File: src/hdl/rtc_access_pkg.sv
package rtc_access_pkg;
    // Special function register addresses
    localparam logic [7:0] ADDR_SELECT_SFR  = 8'hAC;
    localparam logic [7:0] DATA_PORT_SFR    = 8'hAD;

    // Indirect (internal) register addresses
    localparam logic [3:0] IND_SNAP_FIRST   = 4'h0;
    localparam logic [3:0] IND_SNAP_LAST    = 4'h3;
    localparam logic [3:0] IND_CONTROL      = 4'h4;
    localparam logic [3:0] IND_MATCH_FIRST  = 4'h8;
    localparam logic [3:0] IND_MATCH_LAST   = 4'hB;

    // indirect_address_select fields
    localparam int SEL_BUSY_BIT   = 7;
    localparam int SEL_AUTO_READ_ENABLE_BIT = 6;
    localparam int SEL_SHORT_BIT  = 4;
    localparam int SEL_ADDR_MSB   = 3;

    // clock_control fields
    localparam int CTL_OSC_EN_BIT = 7;
    localparam int CTL_MCD_EN_BIT = 6;
    localparam int CTL_FAIL_BIT   = 5;
    localparam int CTL_RUN_BIT    = 4;
    localparam int CTL_AEN_BIT    = 3;
    localparam int CTL_ALARM_BIT  = 2;
    localparam int CTL_LOAD_BIT   = 1;
    localparam int CTL_SNAP_BIT   = 0;

    localparam logic [7:0]  RESET_BYTE = 8'h00;
    localparam logic [31:0] RESET_WORD = 32'h0000_0000;

    // Indirect read latency in core cycles, normal and short strobe
    localparam logic [1:0] READ_LAT_LONG  = 2'h2;
    localparam logic [1:0] READ_LAT_SHORT = 2'h1;

    // Missing clock timeout
    localparam int CLK_PERIOD_NS    = 10;
    localparam int MISSING_TIME_NS  = 100000;
    localparam int MISSING_CYCLES   = MISSING_TIME_NS / CLK_PERIOD_NS;
endpackage : rtc_access_pkg

File: src/hdl/missing_clock_detect.sv
`timescale 1ns/1ps
module missing_clock_detect #(
    parameter int TIMEOUT_CYCLES = rtc_access_pkg::MISSING_CYCLES
) (
    input  wire logic clk_i,
    input  wire logic rst_n_i,
    input  wire logic enable_i,
    input  wire logic lf_level_i,
    output logic      timeout_o
);
    import rtc_access_pkg::*;

    typedef struct packed {
        logic        last_level;
        logic [31:0] count;
        logic        fired;
        logic        timeout;
    } mcd_state_t;

    mcd_state_t s_q;
    mcd_state_t s_d;

    // One-shot: fires once per stall, rearmed by the next level change
    always_comb begin
        s_d            = s_q;
        s_d.last_level = lf_level_i;
        s_d.timeout    = 1'b0;
        if (!enable_i || (lf_level_i != s_q.last_level)) begin
            s_d.count = RESET_WORD;
            s_d.fired = 1'b0;
        end else if (s_q.count >= 32'(TIMEOUT_CYCLES)) begin
            s_d.timeout = !s_q.fired;
            s_d.fired   = 1'b1;
        end else begin
            s_d.count = s_q.count + 32'h0000_0001;
        end
    end

    always_ff @(posedge clk_i) begin
        if (!rst_n_i) begin
            s_q <= '0;
        end else begin
            s_q <= s_d;
        end
    end

    assign timeout_o = s_q.timeout;
endmodule : missing_clock_detect

File: src/hdl/rtc_indirect_access.sv
`timescale 1ns/1ps
module rtc_indirect_access #(
    parameter int MISSING_TIMEOUT = rtc_access_pkg::MISSING_CYCLES
) (
    input  wire logic       clk_i,
    input  wire logic       rst_n_i,
    input  wire logic [7:0] sfr_addr_i,
    input  wire logic       sfr_wr_i,
    input  wire logic       sfr_rd_i,
    input  wire logic [7:0] sfr_wdata_i,
    output logic      [7:0] sfr_rdata_o,
    input  wire logic       lf_clk_i,
    output logic            osc_enable_o,
    output logic            alarm_event_o,
    output logic            osc_fail_o,
    output logic            short_strobe_o
);
    import rtc_access_pkg::*;

    typedef struct packed {
        logic [7:0]  rdata;
        logic        busy;
        logic [1:0]  wait_cnt;
        logic        auto_read_enable;
        logic        short_strobe;
        logic [3:0]  addr;
        logic [7:0]  data_port;
        logic        oscillator_enable;
        logic        missing_clock_detect_enable;
        logic        oscillator_failure_flag;
        logic        timer_run;
        logic        alarm_enable;
        logic        autoreset_enable;
        logic        alarm_flag;
        logic        autoreset_due;
        logic        timer_load_start;
        logic        timer_snapshot_start;
        logic        lf_prev;
        logic [31:0] timer;
        logic [31:0] snapshot_bytes;
        logic [31:0] match_value_bytes;
    } rtc_state_t;

    rtc_state_t s_q;
    rtc_state_t s_d;
    logic       mcd_timeout;

    function automatic logic in_range(input logic [3:0] a, input logic [3:0] lo,
                                      input logic [3:0] hi);
        in_range = (a >= lo) && (a <= hi);
    endfunction : in_range

    function automatic logic [7:0] byte_of(input logic [31:0] w, input logic [1:0] idx);
        byte_of = w[8*idx +: 8];
    endfunction : byte_of

    function automatic logic autoinc(input logic [3:0] a);
        autoinc = in_range(a, IND_SNAP_FIRST, IND_SNAP_LAST)
               || in_range(a, IND_MATCH_FIRST, IND_MATCH_LAST);
    endfunction : autoinc

    function automatic logic [7:0] control_byte(input rtc_state_t s);
        control_byte = RESET_BYTE;
        control_byte[CTL_OSC_EN_BIT] = s.oscillator_enable;
        control_byte[CTL_MCD_EN_BIT] = s.missing_clock_detect_enable;
        control_byte[CTL_FAIL_BIT]   = s.oscillator_failure_flag;
        control_byte[CTL_RUN_BIT]    = s.timer_run;
        control_byte[CTL_AEN_BIT]    = s.alarm_enable;
        control_byte[CTL_ALARM_BIT]  = s.alarm_flag;
        control_byte[CTL_LOAD_BIT]   = s.timer_load_start;
        control_byte[CTL_SNAP_BIT]   = s.timer_snapshot_start;
    endfunction : control_byte

    missing_clock_detect #(
        .TIMEOUT_CYCLES (MISSING_TIMEOUT)
    ) u_mcd (
        .clk_i      (clk_i),
        .rst_n_i    (rst_n_i),
        .enable_i   (s_q.missing_clock_detect_enable && s_q.oscillator_enable),
        .lf_level_i (lf_clk_i),
        .timeout_o  (mcd_timeout)
    );

    always_comb begin
        logic       lf_edge;
        logic       start_read;
        logic [7:0] sel_byte;
        logic [7:0] ctl_w;
        lf_edge    = 1'b0;
        start_read = 1'b0;
        sel_byte   = RESET_BYTE;
        ctl_w      = sfr_wdata_i;
        s_d        = s_q;
        s_d.rdata  = RESET_BYTE;
        s_d.lf_prev = lf_clk_i;
        lf_edge    = lf_clk_i && !s_q.lf_prev && s_q.oscillator_enable;

        // Selected internal register contents
        if (in_range(s_q.addr, IND_SNAP_FIRST, IND_SNAP_LAST)) begin
            sel_byte = byte_of(s_q.snapshot_bytes, s_q.addr[1:0]);
        end else if (in_range(s_q.addr, IND_MATCH_FIRST, IND_MATCH_LAST)) begin
            sel_byte = byte_of(s_q.match_value_bytes, s_q.addr[1:0]);
        end else if (s_q.addr == IND_CONTROL) begin
            sel_byte = control_byte(s_q);
        end

        // Register reads
        if (sfr_rd_i) begin
            if (sfr_addr_i == ADDR_SELECT_SFR) begin
                s_d.rdata = {s_q.busy, s_q.auto_read_enable, 1'b0,
                             s_q.short_strobe, s_q.addr};
            end else if (sfr_addr_i == DATA_PORT_SFR) begin
                s_d.rdata = s_q.data_port;
                if (s_q.auto_read_enable && !s_q.busy) begin
                    start_read = 1'b1;
                end
            end
        end

        // Register writes
        if (sfr_wr_i && sfr_addr_i == ADDR_SELECT_SFR && !s_q.busy) begin
            s_d.auto_read_enable = sfr_wdata_i[SEL_AUTO_READ_ENABLE_BIT];
            s_d.short_strobe     = sfr_wdata_i[SEL_SHORT_BIT];
            s_d.addr             = sfr_wdata_i[SEL_ADDR_MSB:0];
            start_read           = sfr_wdata_i[SEL_BUSY_BIT];
        end

        if (sfr_wr_i && sfr_addr_i == DATA_PORT_SFR && !s_q.busy) begin
            s_d.data_port = sfr_wdata_i;
            if (in_range(s_q.addr, IND_SNAP_FIRST, IND_SNAP_LAST)) begin
                s_d.snapshot_bytes[8*s_q.addr[1:0] +: 8] = sfr_wdata_i;
            end else if (in_range(s_q.addr, IND_MATCH_FIRST, IND_MATCH_LAST)) begin
                s_d.match_value_bytes[8*s_q.addr[1:0] +: 8] = sfr_wdata_i;
            end else if (s_q.addr == IND_CONTROL) begin
                s_d.oscillator_enable           = ctl_w[CTL_OSC_EN_BIT];
                s_d.missing_clock_detect_enable = ctl_w[CTL_MCD_EN_BIT];
                if (!ctl_w[CTL_FAIL_BIT]) begin
                    s_d.oscillator_failure_flag = 1'b0;
                end
                s_d.timer_run        = ctl_w[CTL_RUN_BIT];
                s_d.alarm_enable     = ctl_w[CTL_AEN_BIT];
                if (ctl_w[CTL_AEN_BIT] != s_q.alarm_enable) begin
                    s_d.alarm_flag = 1'b0;
                end
                s_d.autoreset_enable = ctl_w[CTL_ALARM_BIT];
                if (ctl_w[CTL_LOAD_BIT]) begin
                    s_d.timer_load_start = 1'b1;
                end
                if (ctl_w[CTL_SNAP_BIT]) begin
                    s_d.timer_snapshot_start = 1'b1;
                end
            end
            if (autoinc(s_q.addr)) begin
                s_d.addr = s_q.addr + 4'h1;
            end
        end

        // Indirect read sequencing
        if (start_read) begin
            s_d.busy     = 1'b1;
            s_d.wait_cnt = s_d.short_strobe ? READ_LAT_SHORT : READ_LAT_LONG;
        end else if (s_q.busy) begin
            if (s_q.wait_cnt == 2'h1) begin
                s_d.busy      = 1'b0;
                s_d.data_port = sel_byte;
                if (autoinc(s_q.addr)) begin
                    s_d.addr = s_q.addr + 4'h1;
                end
            end
            s_d.wait_cnt = s_q.wait_cnt - 2'h1;
        end

        // Slow clock domain work, paced by the oscillator edge
        if (lf_edge) begin
            s_d.alarm_flag    = 1'b0;
            s_d.autoreset_due = 1'b0;
            if (s_q.timer_load_start) begin
                s_d.timer            = s_q.snapshot_bytes;
                s_d.timer_load_start = 1'b0;
            end else if (s_q.autoreset_due) begin
                s_d.timer = RESET_WORD;
            end else if (s_q.timer_run) begin
                s_d.timer = s_q.timer + 32'h0000_0001;
            end
            if (s_q.timer_snapshot_start) begin
                s_d.snapshot_bytes       = s_q.timer;
                s_d.timer_snapshot_start = 1'b0;
            end
            // A disabling write in the same cycle wins over a new match
            if (s_q.alarm_enable && s_d.alarm_enable && s_q.timer == s_q.match_value_bytes
                && !s_q.alarm_flag) begin
                s_d.alarm_flag    = 1'b1;
                s_d.autoreset_due = s_q.autoreset_enable;
            end
        end

        // Set wins over a simultaneous software clear
        if (mcd_timeout) begin
            s_d.oscillator_failure_flag = 1'b1;
        end
    end

    // Failure flag gets zero at reset for determinism only
    always_ff @(posedge clk_i) begin
        if (!rst_n_i) begin
            s_q <= '0;
        end else begin
            s_q <= s_d;
        end
    end

    assign sfr_rdata_o    = s_q.rdata;
    assign osc_enable_o   = s_q.oscillator_enable;
    assign alarm_event_o  = s_q.alarm_flag;
    assign osc_fail_o     = s_q.oscillator_failure_flag;
    assign short_strobe_o = s_q.short_strobe;
endmodule : rtc_indirect_access
File: config.mk
export PLATFORM = sky130hd
export DESIGN_NAME = rtc_indirect_access
export DESIGN_NICKNAME = d
export VERILOG_FILES = /design/src/hdl/rtc_access_pkg.sv /design/src/hdl/missing_clock_detect.sv /design/src/hdl/rtc_indirect_access.sv
export SDC_FILE = /design/constraint.sdc
export NUM_CORES = 1
export LEC_CHECK = 0
export ABC_AREA = 1
export BUFFER_PORTS_ARGS = -buffer_cell sky130_fd_sc_hd__buf_2
export CORE_UTILIZATION = 57
export CTS_CLUSTER_DIAMETER = 40
export DETAILED_ROUTE_END_ITERATION = 10
export GPL_TIMING_DRIVEN = 0
export PLACE_DENSITY = 0.8
export SLEW_MARGIN = 10
export SYNTH_ARGS = -nofsm -noshare
export SYNTH_HDL_FRONTEND = slang
export SYNTH_SLANG_ARGS = --single-unit
File: constraint.sdc
create_clock -name clk_i -period 2.7 [get_ports clk_i]
set_input_delay 0.405 -clock clk_i [delete_from_list [all_inputs] [get_ports clk_i]]
set_output_delay 0.405 -clock clk_i [all_outputs]
set_load 0.1 [all_outputs]
======== Word-level counts from Yosys, hierarchy flattened ========
Index checks and enable logic that the tools add are counted.
storage, ports and cells
  bits in registers ....................... 166
  input port bits ......................... 21
operators by class
  shift operators ......................... 4
  bitwise gates (word level) .............. 6
  equal/unequal tests ..................... 12
  magnitude comparators ................... 5
  multiplexer cells ....................... 48
  reductions and logical operators ........ 36
  add/sub/neg operators ................... 5
operator list
  cell                                                                                   count
  32-bit 2-to-1 mux                                                                      8
  32-bit by 1-bit adder with 32-bit output, second input constant                        2
  32-bit bitwise mux                                                                     2
  64-bit 2-to-1 mux                                                                      1
  32-bit by 6-bit indexed part select with 8-bit output                                  2
  8-bit 2-to-1 mux                                                                       5
  12-bit 2-to-1 mux                                                                      3
  5-bit negator with 34-bit output                                                       1
  8-bit by 34-bit variable shift with 32-bit output, first input constant                1
  8-bit by 34-bit indexed part select with 32-bit output                                 1
  32-bit == test                                                                         1
  32-bit by 14-bit greater-or-equal comparator with 1-bit output, second input constant  1
  7-bit 2-to-1 mux                                                                       3
  19-bit 2-to-1 mux                                                                      1
  8-bit == test, second input constant                                                   2
  1-bit logical AND                                                                      13
  1-bit 2-to-1 mux                                                                       13
  2-bit 2-to-1 mux                                                                       6
  4-bit 2-to-1 mux                                                                       3
  2-bit nonzero test                                                                     6
  5-bit AND reduction                                                                    2
  3-bit 2-to-1 mux                                                                       2
  2-bit by 1-bit inequality test with 1-bit output, second input constant                3
  1-bit NOT                                                                              6
  other kinds (20)                                                                       28

======== Logic depth before layout (Yosys ltp) ========
  word-level depth ........................ 11
  mapped depth ............................ 15
  mapped depth without buffers ............ 14

======== Cells and area by module ========
From an unflattened synthesis, not the netlist that was laid out.
unflattened totals
  cells, all modules ...................... 1517
  area total of the unflattened synthesis .. 9666.8 um^2
by module, submodules not included
  module                area an instance (um^2)  cells an instance  times used
  rtc_indirect_access   7988.9                   1283               1
  missing_clock_detect  1677.9                   234                1

======== Worst setup path after synthesis ========
No wires, ideal clock.
  path type ............................... register -> register
  start ................................... register s_q (netlist bit osc_enable_o)
  end ..................................... register s_q[32] (netlist name)
  required time ........................... 2591 ps
  arrival ................................. 2153 ps
  slack ................................... 438 ps
  period minus slack after synthesis ...... 2262 ps
  stages on the path, launching flop included .. 9
  cells stage by stage .................... dfxtp_1 > nand2_1 > inv_1 > nand2_1 > inv_2 > clkbuf_1 > a21oi_1 > nand2_1 > inv_1
on the way
  word-level cells in the longest chain between the ends .. 2
ends and longest elaborated chain
  what                    RTL line                    text
  from (decl)             rtc_indirect_access.sv:44   rtc_state_t s_q;
  from (signal assigned)  rtc_indirect_access.sv:206  s_q <= '0;
  from (signal assigned)  rtc_indirect_access.sv:208  s_q <= s_d;
  1-bit logical AND       rtc_indirect_access.sv:96   lf_edge = lf_clk_i && !s_q.lf_prev && s_q.oscillator_enable;
  32-bit 2-to-1 mux       rtc_indirect_access.sv:174  if (lf_edge) begin
No other way between the ends.
A chain may end at the register's enable or synchronous reset.

======== Final worst setup path ========
  start ................................... register s_q[116] (netlist name)
  end ..................................... register s_q[46] (netlist name)
on the way
  word-level cells in the longest chain between the ends .. 7
  elaborated cells between the ends (all ways) .. 11
ends and longest elaborated chain
  what                                                                                                                                RTL line                    text
  5-bit negator with 34-bit output                                                                                                    rtc_indirect_access.sv:131  s_d.snapshot_bytes[8*s_q.addr[1:0] +: 8] = sfr_wdata_i;
  8-bit by 34-bit indexed part select with 32-bit output / 8-bit by 34-bit variable shift with 32-bit output (equally long branches)  rtc_indirect_access.sv:131
  32-bit bitwise mux                                                                                                                  rtc_indirect_access.sv:131
  32-bit 2-to-1 mux *                                                                                                                 rtc_indirect_access.sv:130  if (in_range(s_q.addr, IND_SNAP_FIRST, IND_SNAP_LAST)) begin
  64-bit 2-to-1 mux *                                                                                                                 rtc_indirect_access.sv:128  if (sfr_wr_i && sfr_addr_i == DATA_PORT_SFR && !s_q.busy) begin
  32-bit 2-to-1 mux                                                                                                                   rtc_indirect_access.sv:185  if (s_q.timer_snapshot_start) begin
  32-bit 2-to-1 mux *                                                                                                                 rtc_indirect_access.sv:174
Mark *: on every way between the ends. The rest lies on a longest branch, timed or not.

==> impl_metrics.json <==
{
  "post_cts_buffers": 0,
  "rsz0062_at_grt": "true",
  "ir_drop_mv": 0.452,
  "fmax_ghz": 0.370,
  "cts_made_buffers": 17,
  "reg2reg_from": "s_q[116]",
  "clkLatencyLatePin_ns": 0.45,
  "dieArea_um2": 16900,
  "setup_viol": 1,
  "num_rows": 46,
  "synth_seq_cells": 166,
  "grt_overflow": 0,
  "drtPass1Iterations": 7,
  "synth_cell_types": 39,
  "synth_edf_count": 0,
  "slew_viol_final": 0,
  "grt_pass1_wl_mm": 52.0,
  "async_flop_share_pct": 0,
  "synth_nets": 1509,
  "post-route-period-util_pct": 100,
  "vias": 10300,
  "nNetsFinal": 1560,
  "critical_path_class": "reg -> reg",
  "tightest_slew_ns": 0.872,
  "diodes": 0,
  "dieHeight_um": 130,
  "cts-htree-levels": 4,
  "clockBufferDepth": 2,
  "first_global_vias": 9365,
  "grt_antenna_before_repair": 0,
  "synth_ff_type": "dfxtp_1",
  "yosys-top-cells-area": "dfxtp_1 (36%), nand2_1 (15%), a21oi_1 (9.5%), nor2_1 (7.3%), o21ai_0 (6.8%)",
  "path_max_fanout": 12,
  "end_kind": "register",
  "dieWidth_um": 130,
  "finalHoldViolCount": 0,
  "layout-drive-gt1-share_pct": 8.37,
  "numPortBuffers": 32,
  "worst_r2r_endpoint": "s_q[46]",
  "ant_nets": 0,
  "core_um2": 15900,
  "place_congestion": 1.02,
  "post-place-cells": 1725,
  "worst_hold_startpoint": "lf_clk_i",
  "grt_start_max_net_pins": 20,
  "hpwl_mm": 26.1,
  "skew_ns": 0.0149,
  "p_leak_nw": 4.33,
  "fin_crit_ns": 2.70,
  "drv_cap": 0,
  "worstRegToRegCells": 10,
  "fin_cells": 1757,
  "cp-start-kind": "register",
  "finalWorstSetupSlack_ns": -0.00290,
  "min_path_type": "in -> reg",
  "vias_per_cell": 5.86,
  "slew_headroom_pct": 41.8,
  "drt_iter0_drc": 1089,
  "start_util_pct": 58.4,
  "drcViolationCount": 0,
  "areaGrowthSynthToFinish_pct": 11.4,
  "violations": "negative setup slack",
  "avgRoutedWirePerCell_um": 19.3,
  "hold_buffers": 0,
  "cts_tree": "yes",
  "clkSinkCount": 166,
  "ios": 33,
  "cts-root-buf": "clkbuf_16",
  "dp_slack_ns": -0.435,
  "hold_path_end": "s_q[96]",
  "syn_area_um2": 9310,
  "r2r_setup_slack_ns": -0.003,
  "crit_required_ns": 3.09,
  "worstPathArrival_ns": 3.10,
  "finalPower_mw": 5.09,
  "grt_usage_pct": 41.7,
  "avgSynthCellArea_um2": 6.31,
  "clk_pin_slew_worst_paths_ns": 0.07,
  "totalWireLength_mm": 33.9,
  "syn_inst": 1477,
  "holdPathStages": 3,
  "synth_area_leader_cell": "dfxtp_1",
  "outcome": "complete, but fails checks",
  "yosysWarnings": 0,
  "synth_top_area_share_pct": 35.7,
  "seq_area_frac_synth_pct": 35.7,
  "cellPowerDensity_nw_per_um2": 490
}
worst max-delay path, cell delays in order (launching register included):
cell      delay, ns
dfxtp_1        0.39
buf_2          0.25
inv_1          0.17
clkbuf_4       0.25
ha_1           0.19
buf_2          0.19
nor2_1         0.42
nand3_1        0.25
o21ai_0        0.34
nand2_1        0.12
inv_1          0.07
cells in the final DEF (no fill, tap or decap), types with 23 or more instances in the layout:
| cell | instances |
|---|---|
| nor3_1 | 23 |
| o21ai_0 | 126 |
| a21oi_1 | 177 |
| nand2_1 | 367 |
| nor2_1 | 179 |
| nand4_1 | 27 |
| dfxtp_1 | 165 |
| clkbuf_1 | 30 |
| buf_2 | 50 |
| inv_1 | 162 |
| nand3_1 | 78 |
through the flow:
| stage | cell area [um2] | TNS, ns | util, % | hold WS, ns |
|---|---|---|---|---|
| final | 10400 | -0.00290 | 65.1 | 0.166 |
| after global routing | 10400 | -0.0330 | 65.1 | 0.184 |
| after CTS | 10400 | 0 | 65.0 | 0.172 |
| after detailed placement | 9740 | -5.01 | 61.1 | 0.418 |
| after global placement | 9740 | -5.70 | 61.1 | 0.415 |
| after floorplan | 9310 | 0 | - | 0.402 |
logic make-up after synthesis:
family,share of synthesized area [%]
AOI/OAI and AO/OA,19.3
xor gates and xnor gates,1.69
adders and majority gates,1.48
buffers and inverters,10.6
DFF,35.7
and+or+nand+nor,31.3
layer usage:
| layer | wire length, um | GRT usage [%] | share of wire, % | up-vias |
|---|---|---|---|---|
| li1 | - | - | - | 4893 |
| met1 | 13300 | 51.7 | 39 | 4674 |
| met5 | 0 | 0 | 0 | - |
| met3 | 3510 | 10.0 | 10 | 119 |
| met2 | 15400 | 67.4 | 46 | 604 |
| met4 | 1630 | 21.8 | 4.8 | 0 |
timing repair:
action                                  in CTS  in global routing
resized for setup                            6                  6
endpoints found under the setup margin      25                 16
cloned                                       0                  0
worst max path at each step:
stage | cells after the start | slack (ns) | startpoint | end
2_1_floorplan | 8 | 0.44 | osc_enable_o | s_q[32]
4_1_cts | 11 | 0.14 | s_q[115] | s_q[56]
3_5_place_dp | 9 | -0.44 | s_q[115] | s_q[50]
5_1_grt | 10 | -0.02 | s_q[116] | s_q[44]
3_3_place_gp | 9 | -0.46 | s_q[115] | s_q[50]
6_report | 10 | -0.003 | s_q[116] | s_q[46]
synth_stat cells, drive strengths merged (4+ instances only):
master,number
dfxtp,166
o22ai,8
ha,11
clkbuf,32
a21oi,178
nand3,80
o211ai,6
o31ai,4
nor2,190
inv,170
nand2,368
a211oi,6
xnor2,11
xor2,7
o21ai,128
nand4,29
nor3,25
buf,39
where the power goes:
part           internal (mW)  switching [mW]  leakage, nW
registers               2.45        0.000895         1.34
logic                 0.0356           0.105         2.70
clock network           1.25            1.25        0.295
total                   3.74            1.35         4.33
cell type report:
type                    count  area [um2]
fillers                  1573        5560
repair buffers             32         160
clock buffers              17         425
flip-flops and latches    166        3320
inverters                 173         652
clock inverters            15         179
well taps                 216         270
plain buffers              71         340
multi-input cells        1067        5030
Note: power is estimated with default switching activity, not from simulation.
